<file path="config.mk">
export PLATFORM = sky130hd
export DESIGN_NAME = pmrc_top
export DESIGN_NICKNAME = d
export VERILOG_FILES = /design/src/include/pmrc_pkg.sv /design/src/rtl/pmrc_sync2.sv /design/src/rtl/pmrc_sticky_bit.sv /design/src/rtl/pmrc_top.sv
export VERILOG_INCLUDE_DIRS = /design/src /design/src/include
export SDC_FILE = /design/constraint.sdc
export NUM_CORES = 1
export LEC_CHECK = 0
export BUFFER_PORTS_ARGS = -buffer_cell sky130_fd_sc_hd__buf_4
export CAP_MARGIN = 20
export CORE_MARGIN = 2
export CORE_UTILIZATION = 49
export CTS_BUF_LIST = sky130_fd_sc_hd__clkbuf_8
export DETAILED_ROUTE_END_ITERATION = 6
export HOLD_SLACK_MARGIN = 0.15
export MAX_ROUTING_LAYER = met4
export PLACE_DENSITY = 0.85
export SLEW_MARGIN = 10
export SYNTH_ARGS = -nofsm -noshare
export SYNTH_HDL_FRONTEND = slang
export SYNTH_HIERARCHICAL = 1
export SYNTH_SLANG_ARGS = --single-unit
export TNS_END_PERCENT = 20
</file>
<file path="constraint.sdc">
create_clock -name clk -period 4.08 [get_ports clk]
set_input_delay 0.612 -clock clk [delete_from_list [all_inputs] [get_ports clk]]
set_output_delay 0.612 -clock clk [all_outputs]
set_load 0.01 [all_outputs]
</file>
<file path="src/include/pmrc_defines.svh">
`ifndef PMRC_DEFINES_SVH
`define PMRC_DEFINES_SVH

// ==========================================================
// Bus widths
`define PMRC_ADDR_W 8
`define PMRC_DATA_W 8

// ==========================================================
// Register byte offsets
`define PMRC_OFF_EN_CLR 8'h34
`define PMRC_OFF_EN_SET 8'h35
`define PMRC_OFF_FLAG 8'h36
`define PMRC_OFF_CAUSE 8'h38

// ==========================================================
// Reset values
`define PMRC_EN_RST 1'b0
`define PMRC_FLAG_RST 8'h00
`define PMRC_CAUSE_RST 8'h01

// ==========================================================
// Field positions
`define PMRC_BIT_RATIO 0
`define PMRC_BIT_POR 0
`define PMRC_BIT_CORE_BOD 1
`define PMRC_BIT_SUPPLY_BOD 2
`define PMRC_BIT_RSV_LO 3
`define PMRC_BIT_EXT 4
`define PMRC_BIT_WDT 5
`define PMRC_BIT_SOFTWARE_SYSTEM_RESET_FLAG 6
`define PMRC_BIT_RSV_HI 7

// ==========================================================
// Divider select width
`define PMRC_DIV_W 3

`endif

</file>
<file path="src/include/pmrc_pkg.sv">
`include "pmrc_defines.svh"

package pmrc_pkg;

    // ==========================================================
    // Register bus request, one cycle per access
    typedef struct packed {
        logic [`PMRC_ADDR_W-1:0] addr;
        logic [`PMRC_DATA_W-1:0] wdata;
        logic wr;
        logic rd;
    } pmrc_bus_req_s;

    // ==========================================================
    // Divider ratios of the CPU clock and three bus clocks
    typedef struct packed {
        logic [`PMRC_DIV_W-1:0] cpu_clock_divider_select;
        logic [2:0][`PMRC_DIV_W-1:0] bus_clock_divider_select;
    } pmrc_div_sel_s;

    // ==========================================================
    // Reset sources reported by the reset controller
    typedef struct packed {
        logic software_system_reset_flag;
        logic watchdog_reset_flag;
        logic external_pin_reset_flag;
        logic supply_brownout_flag;
        logic core_brownout_flag;
        logic power_on_flag;
    } pmrc_cause_s;

    // ==========================================================
    // Reset-cause capture sequencer
    typedef enum logic [1:0] {
        PMRC_ST_CAPTURE = 2'b01,
        PMRC_ST_RUN = 2'b10
    } pmrc_state_e;

endpackage

</file>
<file path="src/rtl/pmrc_sync2.sv">
`timescale 1ns/1ps

// ==========================================================
// Two-stage synchroniser; no reset so it tracks during reset
module pmrc_sync2 #(
    parameter int W = 1
) (
    // Clock
    input wire logic clk,
    // Asynchronous level in, synchronised level out
    input wire logic [W-1:0] d,
    output logic [W-1:0] q
);

    // First stage, read only by the second
    logic [W-1:0] meta_q;

    // Both stages on every rising edge
    always_ff @(posedge clk) begin
        meta_q <= d;
        q <= meta_q;
    end

endmodule

</file>
<file path="src/rtl/pmrc_sticky_bit.sv">
`timescale 1ns/1ps

// ==========================================================
// Sticky flag; a set in the clear cycle wins
module pmrc_sticky_bit (
    // Clock and reset
    input wire logic clk,
    input wire logic rst,
    // Event and clear
    input wire logic set,
    input wire logic clr,
    // Flag state
    output logic q
);

    // Set beats clear so no event is lost
    always_ff @(posedge clk or posedge rst) begin
        if (rst) begin
            q <= 1'b0;
        end else if (set) begin
            q <= 1'b1;
        end else if (clr) begin
            q <= 1'b0;
        end
    end

endmodule

</file>
<file path="src/rtl/pmrc_top.sv">
// Implementation choice: the plain strobed port.
`timescale 1ns/1ps
`include "pmrc_defines.svh"

// How it works
// - Set alias writes one: enable on
// - Clear alias one: enable off, request dropped
// - Set and clear aliases at separate offsets
// - Flag sets when clock ratios take effect
// - Interrupt high while flag and enable set
// - Flag cleared by writing one; resets zero
// - Flag bits seven to one read zero
// - Cause resets to power-on bit zero
// - Core brown-out reset sets cause bit one
// - Supply brown-out reset sets cause bit two
// - External pin reset sets cause bit four
// - Watchdog reset sets cause bit five
// - Software system reset sets cause bit six
// - Cause bits seven and three read zero
module pmrc_top import pmrc_pkg::*; (
    // Clock and reset
    input wire logic clk,
    input wire logic rst,
    // Register bus
    input wire pmrc_bus_req_s bus_req,
    output logic [`PMRC_DATA_W-1:0] bus_rdata,
    // Divider logic, same clock
    input wire pmrc_div_sel_s div_programmed,
    input wire pmrc_div_sel_s div_applied,
    // Reset controller, asynchronous levels
    input wire pmrc_cause_s reset_cause_in,
    // Interrupt
    output logic irq
);

    // ==========================================================
    // Declarations

    // Read data register, valid one cycle after the strobe
    logic [`PMRC_DATA_W-1:0] rdata_q;
    // Interrupt output register
    logic irq_q;
    // Shared interrupt enable behind both aliases
    logic en_q;
    // Clock-ready flag
    logic flag_q;
    // Last reset source, reserved bits kept zero
    logic [`PMRC_DATA_W-1:0] cause_q;
    // Capture sequencer
    pmrc_state_e state_q;
    // Ratio match seen in the previous cycle
    logic match_q;
    // Current ratio match and its rising edge
    logic match;
    logic ratio_event;
    // Decoded write strobes
    logic wr_en_set;
    logic wr_en_clr;
    logic wr_flag;
    // Reset sources after synchronisation
    pmrc_cause_s cause_sync;
    // Cause vector in register layout
    logic [`PMRC_DATA_W-1:0] cause_word;

    // ==========================================================
    // Address decode

    // Each alias has its own byte offset
    assign wr_en_set = bus_req.wr && (bus_req.addr == `PMRC_OFF_EN_SET);
    assign wr_en_clr = bus_req.wr && (bus_req.addr == `PMRC_OFF_EN_CLR);
    // Flag register takes a write-one-to-clear
    assign wr_flag = bus_req.wr && (bus_req.addr == `PMRC_OFF_FLAG);

    // ==========================================================
    // Interrupt enable

    // Only bit zero acts; a zero write leaves it alone
    always_ff @(posedge clk or posedge rst) begin
        if (rst) begin
            en_q <= `PMRC_EN_RST;
        end else if (wr_en_set && bus_req.wdata[`PMRC_BIT_RATIO]) begin
            // Enable without read-modify-write
            en_q <= 1'b1;
        end else if (wr_en_clr && bus_req.wdata[`PMRC_BIT_RATIO]) begin
            // Disable, pending request goes with it
            en_q <= 1'b0;
        end
    end

    // ==========================================================
    // Clock-ratio tracking

    // Ratios in effect equal the programmed ones
    assign match = (div_applied == div_programmed);
    // Only a new settling counts as an event
    assign ratio_event = match && !match_q;

    // Starts high so the boot ratios raise no flag
    always_ff @(posedge clk or posedge rst) begin
        if (rst) begin
            match_q <= 1'b1;
        end else begin
            match_q <= match;
        end
    end

    // ==========================================================
    // Clock-ready flag

    // Event wins over a clear in the same cycle
    pmrc_sticky_bit u_ratio_flag (
        .clk(clk),
        .rst(rst),
        .set(ratio_event),
        .clr(wr_flag && bus_req.wdata[`PMRC_BIT_RATIO]),
        .q(flag_q)
    );

    // ==========================================================
    // Interrupt output

    // Registered so the pin comes from a flop; one cycle lag
    always_ff @(posedge clk or posedge rst) begin
        if (rst) begin
            irq_q <= 1'b0;
        end else begin
            // Request only while flag and enable are both set
            irq_q <= flag_q && en_q;
        end
    end

    // ==========================================================
    // Reset-cause capture

    // Controller holds its sources through reset and past release
    pmrc_sync2 #(
        .W($bits(pmrc_cause_s))
    ) u_cause_sync (
        .clk(clk),
        .d(reset_cause_in),
        .q(cause_sync)
    );

    // Map sources onto the register layout
    always_comb begin
        cause_word = 8'h00;
        cause_word[`PMRC_BIT_POR] = cause_sync.power_on_flag;
        // Core rail detector
        cause_word[`PMRC_BIT_CORE_BOD] = cause_sync.core_brownout_flag;
        // Supply rail detector
        cause_word[`PMRC_BIT_SUPPLY_BOD] = cause_sync.supply_brownout_flag;
        // External pin
        cause_word[`PMRC_BIT_EXT] = cause_sync.external_pin_reset_flag;
        // Watchdog
        cause_word[`PMRC_BIT_WDT] = cause_sync.watchdog_reset_flag;
        // Software system request
        cause_word[`PMRC_BIT_SOFTWARE_SYSTEM_RESET_FLAG] = cause_sync.software_system_reset_flag;
    end

    // One capture at the first edge after release, then run
    always_ff @(posedge clk or posedge rst) begin
        if (rst) begin
            state_q <= PMRC_ST_CAPTURE;
        end else begin
            unique case (state_q)
                PMRC_ST_CAPTURE: begin
                    state_q <= PMRC_ST_RUN;
                end
                PMRC_ST_RUN: begin
                    state_q <= PMRC_ST_RUN;
                end
                default: begin
                    state_q <= PMRC_ST_CAPTURE;
                end
            endcase
        end
    end

    // Power-on value held until the capture edge
    always_ff @(posedge clk or posedge rst) begin
        if (rst) begin
            cause_q <= `PMRC_CAUSE_RST;
        end else if (state_q == PMRC_ST_CAPTURE) begin
            // Replace earlier causes with this one only
            if (cause_word != 8'h00) begin
                cause_q <= cause_word;
            end else begin
                // No source named: treat as power-on
                cause_q <= `PMRC_CAUSE_RST;
            end
        end
        // Bus writes never reach this register
    end

    // ==========================================================
    // Read path

    // Data valid only in the cycle after the strobe
    always_ff @(posedge clk or posedge rst) begin
        if (rst) begin
            rdata_q <= 8'h00;
        end else if (bus_req.rd) begin
            unique case (bus_req.addr)
                // Both aliases show the same enable
                `PMRC_OFF_EN_CLR, `PMRC_OFF_EN_SET: begin
                    rdata_q <= {7'h00, en_q};
                end
                // Upper flag bits read zero
                `PMRC_OFF_FLAG: begin
                    rdata_q <= {7'h00, flag_q};
                end
                // Reserved cause bits forced zero
                `PMRC_OFF_CAUSE: begin
                    rdata_q <= cause_q & 8'h77;
                end
                // Unmapped addresses read zero
                default: begin
                    rdata_q <= 8'h00;
                end
            endcase
        end else begin
            rdata_q <= 8'h00;
        end
    end

    // ==========================================================
    // Outputs

    assign bus_rdata = rdata_q;
    assign irq = irq_q;
endmodule

</file>
==> results of run 1 <==
-- worst register-to-register path: cells and delay by family, from the launching register on --
kind                     cells  cell delay (ps)
flip-flops                   1              520
adder cells (fa/ha/maj)      1              310
multiplexers                 1              380
-- layout make-up --
type,count,share of cell area [%]
Sequential cell,30,43.4
Multi-Input combinational cell,49,24.4
Timing Repair Buffer,49,23.0
Clock buffer,6,5.16
Tap cell,28,2.19
Inverter,6,1.41
Clock inverter,2,0.547
-- flip-flops by register name, summed over array words and instances, names as in the netlist --
register	count
u_ratio_flag/q	1
u_cause_sync/meta_q	6
u_cause_sync/q	6
irq	1
cause_q	6
en_q	1
match_q	1
state_q	2
bus_rdata	6
-- cells by family (layout without fill, tap and decap cells) --
group | after synthesis | after routing | synth area share [%]
buf+inv | 9 | 63 | 3.68
compound gates | 5 | 5 | 2.90
other cells | 1 | 2 | 0.334
mux | 6 | 6 | 6.02
simple gates | 23 | 23 | 14.7
flops | 30 | 30 | 61.9
xor+xnor | 12 | 12 | 9.36
fa+ha+maj | 1 | 1 | 1.11
-- metal layers --
layer	vias up	part of all wire [%]	GRT usage, %
li1	393	-	-
met1	382	33	16.4
met2	29	60	32.7
met3	2	5.9	6.90
met5	-	0	-
met4	0	0.97	7.89
-- power by group through the flow --
| stage | sequential (mW) | combinational, mW | clock [mW] |
|---|---|---|---|
| global route | 0.312 | 0.0646 | 0.252 |
| global placement | 0.316 | 0.0565 | 0 |
| floorplan | 0.315 | 0.0232 | 0 |
| detailed placement | 0.317 | 0.0596 | 0 |
| CTS | 0.311 | 0.0598 | 0.233 |
| finish | 0.311 | 0.0588 | 0.229 |
-- path summary, 6_finish.rpt --
check / start / to / cells after the start
setup / recovery: bus_req[16] / en_q$_DFFE_PP0P_ / 4
hold / removal: rst / u_ratio_flag/q$_DFFE_PP0P_ / 2
setup reg to reg: state_q[0]$_DFF_PP1_ / cause_q[6]$_DFFE_PP0N_ / 2
hold reg to reg: u_cause_sync/meta_q[0]$_DFF_P_ / u_cause_sync/q[0]$_DFF_P_ / 0
max in group asynchronous: rst / state_q[1]$_DFF_PP0_ / 2
min in group clk: u_cause_sync/meta_q[0]$_DFF_P_ / u_cause_sync/q[0]$_DFF_P_ / 0
-- through the flow --
step	cell area, um^2	hold slack (ps)
2_1_floorplan	1130	310
3_3_place_gp	1510	310
3_5_place_dp	1510	314
4_1_cts	1600	175
5_1_grt	1600	174
6_report	1600	180
-- placed cells by master (no fill, tap or decap), types with 2 or more instances in the layout --
master                     Yosys  layout
sky130_fd_sc_hd__nor3_1        2       2
sky130_fd_sc_hd__dfstp_2       3       3
sky130_fd_sc_hd__nor2_1        2       2
sky130_fd_sc_hd__mux2_2        5       5
sky130_fd_sc_hd__dfrtp_1      15      15
sky130_fd_sc_hd__and2_1        6       6
sky130_fd_sc_hd__dfxtp_1      12      12
sky130_fd_sc_hd__xnor2_1      12      12
sky130_fd_sc_hd__nand4_1       3       3
sky130_fd_sc_hd__inv_1         6       7
sky130_fd_sc_hd__clkbuf_8      0       6
sky130_fd_sc_hd__conb_1        1       2
sky130_fd_sc_hd__nand2b_1      2       2
sky130_fd_sc_hd__a21oi_1       3       3
sky130_fd_sc_hd__buf_4         2      49
==> impl_metrics.toml, run 1 <==
[clocking]
tritoncts_buffers = 5
library_cell_used_as_clock_root_buffer = "sky130_fd_sc_hd__clkbuf_8"
cts_max_path_buffers = 2
cts.sinks = 30
cts-htree-levels = 2
cts_tree = "yes"
clock_insertion_delay_worst_skew_ps = 270
clock_transition_time_at_the_flip_flop_clock_pins_of_the_worst_setup_and_hold_paths_ps = 60
post-cts-setup-buffer-count = 0
cts_repair_resize_count = 0
ctsHoldBuffers = 0

[yosys]
synth_seq_area_share_pct = 61.9
synthDominantAreaCellType = "sky130_fd_sc_hd__dfrtp_1"
postSynthAreaPerCell_um2 = 12.9
synthArstFlopShare_pct = 60.0
synth_common_cells = "sky130_fd_sc_hd__dfrtp_1, sky130_fd_sc_hd__dfxtp_1, sky130_fd_sc_hd__xnor2_1"
ys.flop_type = "sky130_fd_sc_hd__dfrtp_1"
synth_most_common_cell = "sky130_fd_sc_hd__dfrtp_1"
synth_enable_flop_cells = 0
yosysWarningCount = 6
area_share_of_the_largest_cell_type_after_synthesis_pct = 33.4
syn-cell-area_mm2 = 0.00112
synth_cells = 87
yosys-top-cells-area = "sky130_fd_sc_hd__dfrtp_1, sky130_fd_sc_hd__dfxtp_1, sky130_fd_sc_hd__xnor2_1"
post_synth_num_cell_types = 27
postSynthRegisterBits = 30

[power_and_ir_drop]
sequentialPowerShare_pct = 51.9
pwr-share-clk_pct = 38.2
vdd.ir_drop.worst_v = 0.000276
comb_power_share_pct = 9.8
power_uw = 599
power_report.internal_total_uw = 478
p_per_area_mw_per_mm2 = 374
power_leakage_nw = 0.774
total_switching_power_uw = 120
sw_frac_of_total_pct = 20.1

[global_routing]
wire_length_of_the_first_global_routing_pass_um = 3240
grt_overflow_total = 0
first_global_vias = 799
grt_start_max_net_pins = 18
initial_antenna_violation_count = 0
grt_util_all_layers_pct = 18.0

[timing]
final.period_utilization_pct = 34.5
tightestPinTransition_ps = 614
finalSetupViolCount = 0
fin_skew_ps = 3.79
tns_ps = 0
final_period_minus_worst_setup_slack_ps = 1410
final_max_slew_viol_count = 0
fin_ws_ps = 2670
worst_slew_margin_relative_to_its_limit_pct = 59.0
hold_violations = 0
setup_repair_after_global_routing_missed_its_margin = "no"
fmaxAchievable_mhz = 710

[routing]
routed_wire_length_per_instance_um = 12.2
num_vias = 806
postRouteAntennaNets = 0
drc = 0
drt-initial-drc-count = 2
drt_pre_antenna_iters = 4
drt-total-wl_um = 2070
route.detailed.vias_per_inst = 4.74

[setup_path]
timing.critical_path.fanout_max = 4
crit_required_ps = 4230
end_kind = "register"
cp_data_arrival_time_ps = 1560
critPathKind = "in2reg"
cp_slowest_stage_delay_ps = 330
cp.buffers_inverters = 1
cpLargestDelayFamily = "simple AND/OR/NAND/NOR gates"
sequence_of_cells_on_the_critical_path = "buf_4 > and4bb_1 > nor3b_2 > mux2_1"
timing.critical_path.from_type = "primary input"
r2r_setup_slack_ps = 2750
crit_slowest_cell = "sky130_fd_sc_hd__and4bb_1"

[worst_hold_path]
timing.hold.worst.class = "in2async"

[final_layout]
multiInputGateArea_um2 = 390
fin_nets = 192
area_delta_synth_final_pct = 42.7
finalCoreUtilization_pct = 73.1
fillerInstances = 153
finish.cell_count_without_fillers = 170
drive_gt1_share_pct = 47.2
total_inserted_antenna_cells = 0
area_used_by_sequential_logic_in_the_layout_um2 = 694

[place]
dpl_worst_slack_ps = 2400
buffer_ports.inserted = 49
dp.final_hpwl_um = 1710
placed_cells = 162
routabilityCongestion = 0.722

[flow_run]
maxcap_violations = 0

[run_status]
run_status = "finished clean"

[floorplanning]
dieArea_mm2 = 0.00269
fp.dieH_um = 51.9
core_area_mm2 = 0.00219
effective_utilization_at_floorplan_pct = 51.2
num_rows = 17
top_level_ports = 59
die_width_um = 51.9
Power figures use the tool's default switching activity.
==> run 2, diff against run 1 <==
--- a/config.mk
+++ b/config.mk
@@ -9,12 +9,12 @@
 export BUFFER_PORTS_ARGS = -buffer_cell sky130_fd_sc_hd__buf_4
 export CAP_MARGIN = 20
 export CORE_MARGIN = 2
-export CORE_UTILIZATION = 49
+export CORE_UTILIZATION = 46
 export CTS_BUF_LIST = sky130_fd_sc_hd__clkbuf_8
 export DETAILED_ROUTE_END_ITERATION = 6
 export HOLD_SLACK_MARGIN = 0.15
 export MAX_ROUTING_LAYER = met4
-export PLACE_DENSITY = 0.85
+export PLACE_DENSITY = 0.8
 export SLEW_MARGIN = 10
 export SYNTH_ARGS = -nofsm -noshare
 export SYNTH_HDL_FRONTEND = slang
==> constraint.sdc (replaced) <==
create_clock -name clk -period 1.4 [get_ports clk]
set_input_delay 0.21 -clock clk [delete_from_list [all_inputs] [get_ports clk]]
set_output_delay 0.21 -clock clk [all_outputs]
set_load 0.01 [all_outputs]
==> run 2 against run 1 <==
Net effect: worst hold slack gained 8.9 ps; final cell count grew 4.1%; clock-buffer cell count shrank 1; largest cell class unchanged; first-iteration DRC count grew to 3.5 times the previous value; largest power group unchanged; utilization grew 1.8 points; global-route usage shrank 1.3 points; die area grew 6.0%.
==> impl_metrics.toml, run 2 (synthesis results as in run 1) <==
[routing]
drt-initial-drc-count = 7
highest_metal_layer_with_signal_wires = "met4"
met2_length_um = 1190
drt_pre_antenna_iters = 4
num_vias = 834
wl_met3_um = 132
route.detailed.vias_per_inst = 4.71
routed_wire_length_per_instance_um = 11.3
drc = 0
routedLengthMet1_um = 663
drt-total-wl_um = 2000
postRouteAntennaNets = 0

[setup_path]
end_kind = "register"
r2r_setup_slack_ps = 80
crit_required_ps = 1560
critPathKind = "reg2reg"
timing.critical_path.from_type = "register"
worst_r2r_end = "cause_q[4]$_DFFE_PP0N_"
cp_data_arrival_time_ps = 1480
reg2reg_launch_point = "state_q[0]$_DFF_PP1_"
timing.critical_path.fanout_max = 7
worst_reg_to_reg_path_cell_count = 2

[final_layout]
fin_nets = 199
commonest_cells_after_routing_fill_and_taps_aside = "sky130_fd_sc_hd__buf_4, sky130_fd_sc_hd__dfrtp_1, sky130_fd_sc_hd__xnor2_1, sky130_fd_sc_hd__dfxtp_1, sky130_fd_sc_hd__dlygate4sd3_1"
area_delta_synth_final_pct = 50.5
total_inserted_antenna_cells = 0
drive_gt1_share_pct = 45.6
final_common_cell = "sky130_fd_sc_hd__buf_4"

[power_and_ir_drop]
pwr-share-clk_pct = 43.0
comb_power_share_pct = 9.7
p_per_area_mw_per_mm2 = 1130
vdd.ir_drop.worst_v = 0.000985
total_switching_power_uw = 372
power_report.internal_total_mw = 1.54
sequentialPowerShare_pct = 47.3
power_leakage_nw = 0.809
sw_frac_of_total_pct = 19.4

[clocking]
post-cts-setup-buffer-count = 0
cts-htree-levels = 2
cts_max_path_buffers = 2
library_cell_used_as_clock_root_buffer = "sky130_fd_sc_hd__clkbuf_8"
clock_insertion_delay_worst_skew_ps = 270
tritoncts_buffers = 5
clock_transition_time_at_the_flip_flop_clock_pins_of_the_worst_setup_and_hold_paths_ps = 60
cts_tree = "yes"
cts.sinks = 30

[flow_run]
maxcap_violations = 0

[floorplanning]
dieArea_mm2 = 0.00285
die_width_um = 53.4
top_level_ports = 59
num_rows = 17
fp.dieH_um = 53.4
core_area_mm2 = 0.00225
effective_utilization_at_floorplan_pct = 49.8

[timing]
final_period_minus_worst_setup_slack_ps = 1320
setup_repair_after_global_routing_missed_its_margin = "no"
worst_slew_margin_relative_to_its_limit_pct = 59.5
fmaxAchievable_mhz = 757
hold_violations = 0
fin_hold_ws_ps = 189
final.period_utilization_pct = 94.4
fin_skew_ps = 5.07
finalSetupViolCount = 0
tns_ps = 0
final_max_slew_viol_count = 0
tightestPinTransition_ps = 607

[run_status]
run_status = "finished clean"

[global_routing]
grt_util_all_layers_pct = 16.7
wire_length_of_the_first_global_routing_pass_um = 3210
grt_overflow_total = 0
grt_start_max_net_pins = 18
initial_antenna_violation_count = 0
first_global_vias = 818

[place]
dp.final_hpwl_um = 1560
buffer_ports.inserted = 49
routabilityCongestion = 0.747

[worst_hold_path]
timing.hold.worst.class = "in2reg"
timing.hold.worst.start = "bus_req[10]"
worst_hold_path.endpoint = "en_q$_DFFE_PP0P_"
hold_depth = 2
[run 2: final cells by class]
| cell class | count | area, um^2 |
|---|---|---|
| clock buffer | 5 | 68.8 |
| clock inverter | 3 | 40.0 |
| fill | 158 | 566 |
| inverter | 6 | 22.5 |
| multi-input combinational | 49 | 390 |
| sequential | 30 | 694 |
| tap | 28 | 35.0 |
| timing repair buffer | 56 | 438 |
[run 2: what timing repair did]
item / 4_1_cts / 5_1_grt
resized for setup: 0 / 0
hold buffers: 7 / 0
hold endpoints to repair: 21 / 0
setup endpoints to repair: 0 / 0
[run 2: worst max-delay path by stage]
stage / startpoint / endpoint / slack [ps] / depth (start not counted)
after floorplan: state_q[0]$_DFF_PP1_ / cause_q[1]$_DFFE_PP0N_ / 70 / 3
after global placement: state_q[0]$_DFF_PP1_ / cause_q[4]$_DFFE_PP0N_ / 120 / 2
after detailed placement: state_q[0]$_DFF_PP1_ / cause_q[4]$_DFFE_PP0N_ / 90 / 2
after CTS: state_q[0]$_DFF_PP1_ / cause_q[4]$_DFFE_PP0N_ / 80 / 2
after global routing: state_q[0]$_DFF_PP1_ / cause_q[6]$_DFFE_PP0N_ / 50 / 2
final: state_q[0]$_DFF_PP1_ / cause_q[4]$_DFFE_PP0N_ / 80 / 2
[run 2: power groups by stage]
stage | Sequential [mW] | Combinational [mW] | Clock [mW]
2_1_floorplan | 0.918 | 0.0675 | 0
3_3_place_gp | 0.921 | 0.165 | 0
3_5_place_dp | 0.922 | 0.172 | 0
4_1_cts | 0.906 | 0.188 | 0.829
5_1_grt | 0.909 | 0.204 | 0.884
6_report | 0.905 | 0.186 | 0.822
[run 2: stage by stage]
step | power, mW | setup slack, ps | util [%] | instance area (um^2) | std cells
CTS | 1.92 | 82.0 | 74.9 | 1690 | 177
finish | 1.91 | 79.0 | 74.9 | 1690 | 177
floorplan | 0.985 | 67.0 | - | 1130 | 88
global placement | 1.09 | 121 | 67.0 | 1510 | 162
global route | 2.00 | 49.7 | 74.9 | 1690 | 177
detailed placement | 1.09 | 91.8 | 67.0 | 1510 | 162
[run 2: metal layers]
metal	up-vias	global-route usage, %
li1	407	-
met1	387	15.8
met2	36	30.2
met3	4	5.37
met4	0	7.69
met5	-	-
[run 2: worst max-delay path, cell delays in order (launching register included)]
cell and delay, ps:
sky130_fd_sc_hd__dfstp_2 520, sky130_fd_sc_hd__ha_1 310, sky130_fd_sc_hd__mux2_2 380
==> run 3, diff against run 2 <==
--- a/config.mk
+++ b/config.mk
@@ -9,12 +9,13 @@
 export BUFFER_PORTS_ARGS = -buffer_cell sky130_fd_sc_hd__buf_4
 export CAP_MARGIN = 20
 export CORE_MARGIN = 2
-export CORE_UTILIZATION = 46
+export CORE_UTILIZATION = 41
 export CTS_BUF_LIST = sky130_fd_sc_hd__clkbuf_8
 export DETAILED_ROUTE_END_ITERATION = 6
 export HOLD_SLACK_MARGIN = 0.15
 export MAX_ROUTING_LAYER = met4
-export PLACE_DENSITY = 0.8
+export PLACE_DENSITY = 0.76
+export RECOVER_POWER = 50
 export SLEW_MARGIN = 10
 export SYNTH_ARGS = -nofsm -noshare
 export SYNTH_HDL_FRONTEND = slang
==> constraint.sdc (replaced) <==
create_clock -name clk -period 1.1 [get_ports clk]
set_input_delay 0.165 -clock clk [delete_from_list [all_inputs] [get_ports clk]]
set_output_delay 0.165 -clock clk [all_outputs]
set_load 0.01 [all_outputs]
==> run 3 against run 2 <==
Net effect: the flow now finishes with violations (negative setup slack); clock skew up 1.6 ps; utilization fell by 5.3 points; first-iteration DRC count increased by 29%; clock-buffer cell count up 1; maximum frequency rose by 16%; combinational power increased by 34%; sequential share of layout area fell by 1.9 points; worst hold slack got worse by 26 ps; sequential cell count is the same; critical path depth unchanged; final area increased by 4.8%; highest routed layer unchanged.
==> impl_metrics.toml, run 3 (synthesis results as in run 1) <==
[run_status]
run_status = "complete, but fails checks"
failed_checks = "negative setup slack"

[floorplanning]
dieArea_mm2 = 0.00317
fp.dieH_um = 56.3
effective_utilization_at_floorplan_pct = 44.1
top_level_ports = 59
core_area_mm2 = 0.00254
num_rows = 18
die_width_um = 56.3

[final_layout]
commonest_cells_after_routing_fill_and_taps_aside = "sky130_fd_sc_hd__buf_4, sky130_fd_sc_hd__dfrtp_1, sky130_fd_sc_hd__xnor2_1, sky130_fd_sc_hd__dfxtp_1, sky130_fd_sc_hd__dlygate4sd3_1"
drive_gt1_share_pct = 46.1
final_common_cell = "sky130_fd_sc_hd__buf_4"
area_delta_synth_final_pct = 57.7
total_inserted_antenna_cells = 0
finish.instance_area_mm2 = 0.00177
fin_nets = 204
fillerInstances = 189

[setup_path]
reg2reg_launch_point = "state_q[0]$_DFF_PP1_"
timing.critical_path.fanout_max = 6
r2r_setup_slack_ps = -40
cp_slowest_stage_delay_ps = 540
cp_data_arrival_time_ps = 1300
worst_reg_to_reg_path_cell_count = 2
sequence_of_cells_on_the_critical_path = "ha_4 > mux2_4"
timing.critical_path.from_type = "register"
crit_slowest_cell = "sky130_fd_sc_hd__dfstp_2"
critPathKind = "reg2reg"
end_kind = "register"
crit_required_ps = 1260
worst_r2r_end = "cause_q[1]$_DFFE_PP0N_"

[global_routing]
globalRouteMet3Util_pct = 6.45
initial_antenna_violation_count = 0
grt_busiest_layer = "met2"
grt_util_all_layers_pct = 16.3
grt_util_met1_pct = 14.5
grt_overflow_total = 0
met2_capacity_usage_during_global_routing_pct = 29.7
first_global_vias = 938
wire_length_of_the_first_global_routing_pass_um = 3800
grt_start_max_net_pins = 18

[flow_run]
maxcap_violations = 0

[routing]
num_vias = 859
routed_wire_length_per_instance_um = 11.5
drt-total-wl_um = 2120
postRouteAntennaNets = 0
drt-initial-drc-count = 9
route.detailed.vias_per_inst = 4.67
drc = 0
drt_pre_antenna_iters = 4

[power_and_ir_drop]
power_mw = 2.50
sw_frac_of_total_pct = 18.7
total_switching_power_uw = 469
vdd.ir_drop.worst_v = 0.00158
pwr-share-clk_pct = 44.0
p_per_area_mw_per_mm2 = 1410
comb_power_share_pct = 9.9
sequentialPowerShare_pct = 46.0
power_report.internal_total_mw = 2.04
power_leakage_nw = 0.847

[place]
dpl-instance-area_mm2 = 0.00157
routabilityCongestion = 0.664
buffer_ports.inserted = 49
dp.final_hpwl_um = 1630

[clocking]
clock_insertion_delay_worst_skew_ps = 280
cts_max_path_buffers = 2
cts_tree = "yes"
clock_transition_time_at_the_flip_flop_clock_pins_of_the_worst_setup_and_hold_paths_ps = 60
tritoncts_buffers = 5
library_cell_used_as_clock_root_buffer = "sky130_fd_sc_hd__clkbuf_8"
cts_repair_resize_count = 0
cts-htree-levels = 2
cts.sinks = 30

[timing]
finalSetupViolCount = 5
final.period_utilization_pct = 104
fin_ws_ps = -39.4
hold_violations = 0
final_period_minus_worst_setup_slack_ps = 1140
fmaxAchievable_mhz = 878
fin_hold_ws_ps = 163
fin_skew_ps = 6.67
setup_repair_after_global_routing_missed_its_margin = "yes"
final_max_slew_viol_count = 0

[worst_hold_path]
worst_hold_path.endpoint = "match_q$_DFF_PP1_"
hold_depth = 4
timing.hold.worst.start = "div_applied[11]"
timing.hold.worst.class = "in2reg"
[run 3: critical path, delay by kind of cell, from the launching register on]
family,cells,cell delay (ps)
adder cells (fa/ha/maj),1,180
flip-flops,1,540
multiplexers,1,310
[run 3: worst max-delay path by stage]
| stage | startpoint | to | depth (start not counted) |
|---|---|---|---|
| final | state_q[0]$_DFF_PP1_ | cause_q[1]$_DFFE_PP0N_ | 2 |
| after detailed placement | bus_req[16] | en_q$_DFFE_PP0P_ | 4 |
| after floorplan | state_q[0]$_DFF_PP1_ | cause_q[1]$_DFFE_PP0N_ | 3 |
| after CTS | state_q[0]$_DFF_PP1_ | cause_q[1]$_DFFE_PP0N_ | 2 |
| after global placement | bus_req[16] | en_q$_DFFE_PP0P_ | 4 |
| after global routing | state_q[0]$_DFF_PP1_ | cause_q[1]$_DFFE_PP0N_ | 2 |
[run 3: power groups by stage]
stage	Sequential [mW]	Combinational, mW	Clock [mW]
3_5_place_dp	1.17	0.228	0
5_1_grt	1.16	0.275	1.19
2_1_floorplan	1.17	0.0912	0
4_1_cts	1.15	0.254	1.14
6_report	1.15	0.249	1.10
3_3_place_gp	1.17	0.218	0
[run 3: metrics by stage]
stage	TNS [ps]	std cells	setup slack (ps)	utilization, %
final	-169	184	-39.4	69.6
after CTS	-204	184	-46.4	69.7
after floorplan	-419	88	-83.9	-
after detailed placement	-507	167	-124	61.6
after global placement	-381	167	-90.7	61.6
after global routing	-279	184	-64.1	69.6
[run 3: final cells by class]
type                       instances  area, um^2  share of cell area (%)
clock buffer                       6        82.6                    4.66
clock inverter                     2        33.8                    1.91
inverter                           6        22.5                    1.27
multi-input combinational         49         422                    23.8
sequential                        30         694                    39.2
tap                               30        37.5                    2.12
timing repair buffer              61         478                    27.0
[run 3: what timing repair did]
item / in CTS / in global routing
buffers inserted: 0 / 0
hold endpoints to repair: 26 / 0
hold buffers: 9 / 0
setup endpoints to repair: 5 / 5
[run 3: per-layer routing]
metal	up-vias	wire (um)
met4	0	28
met1	406	709
met3	5	136
met5	-	0
met2	29	1250
li1	419	-
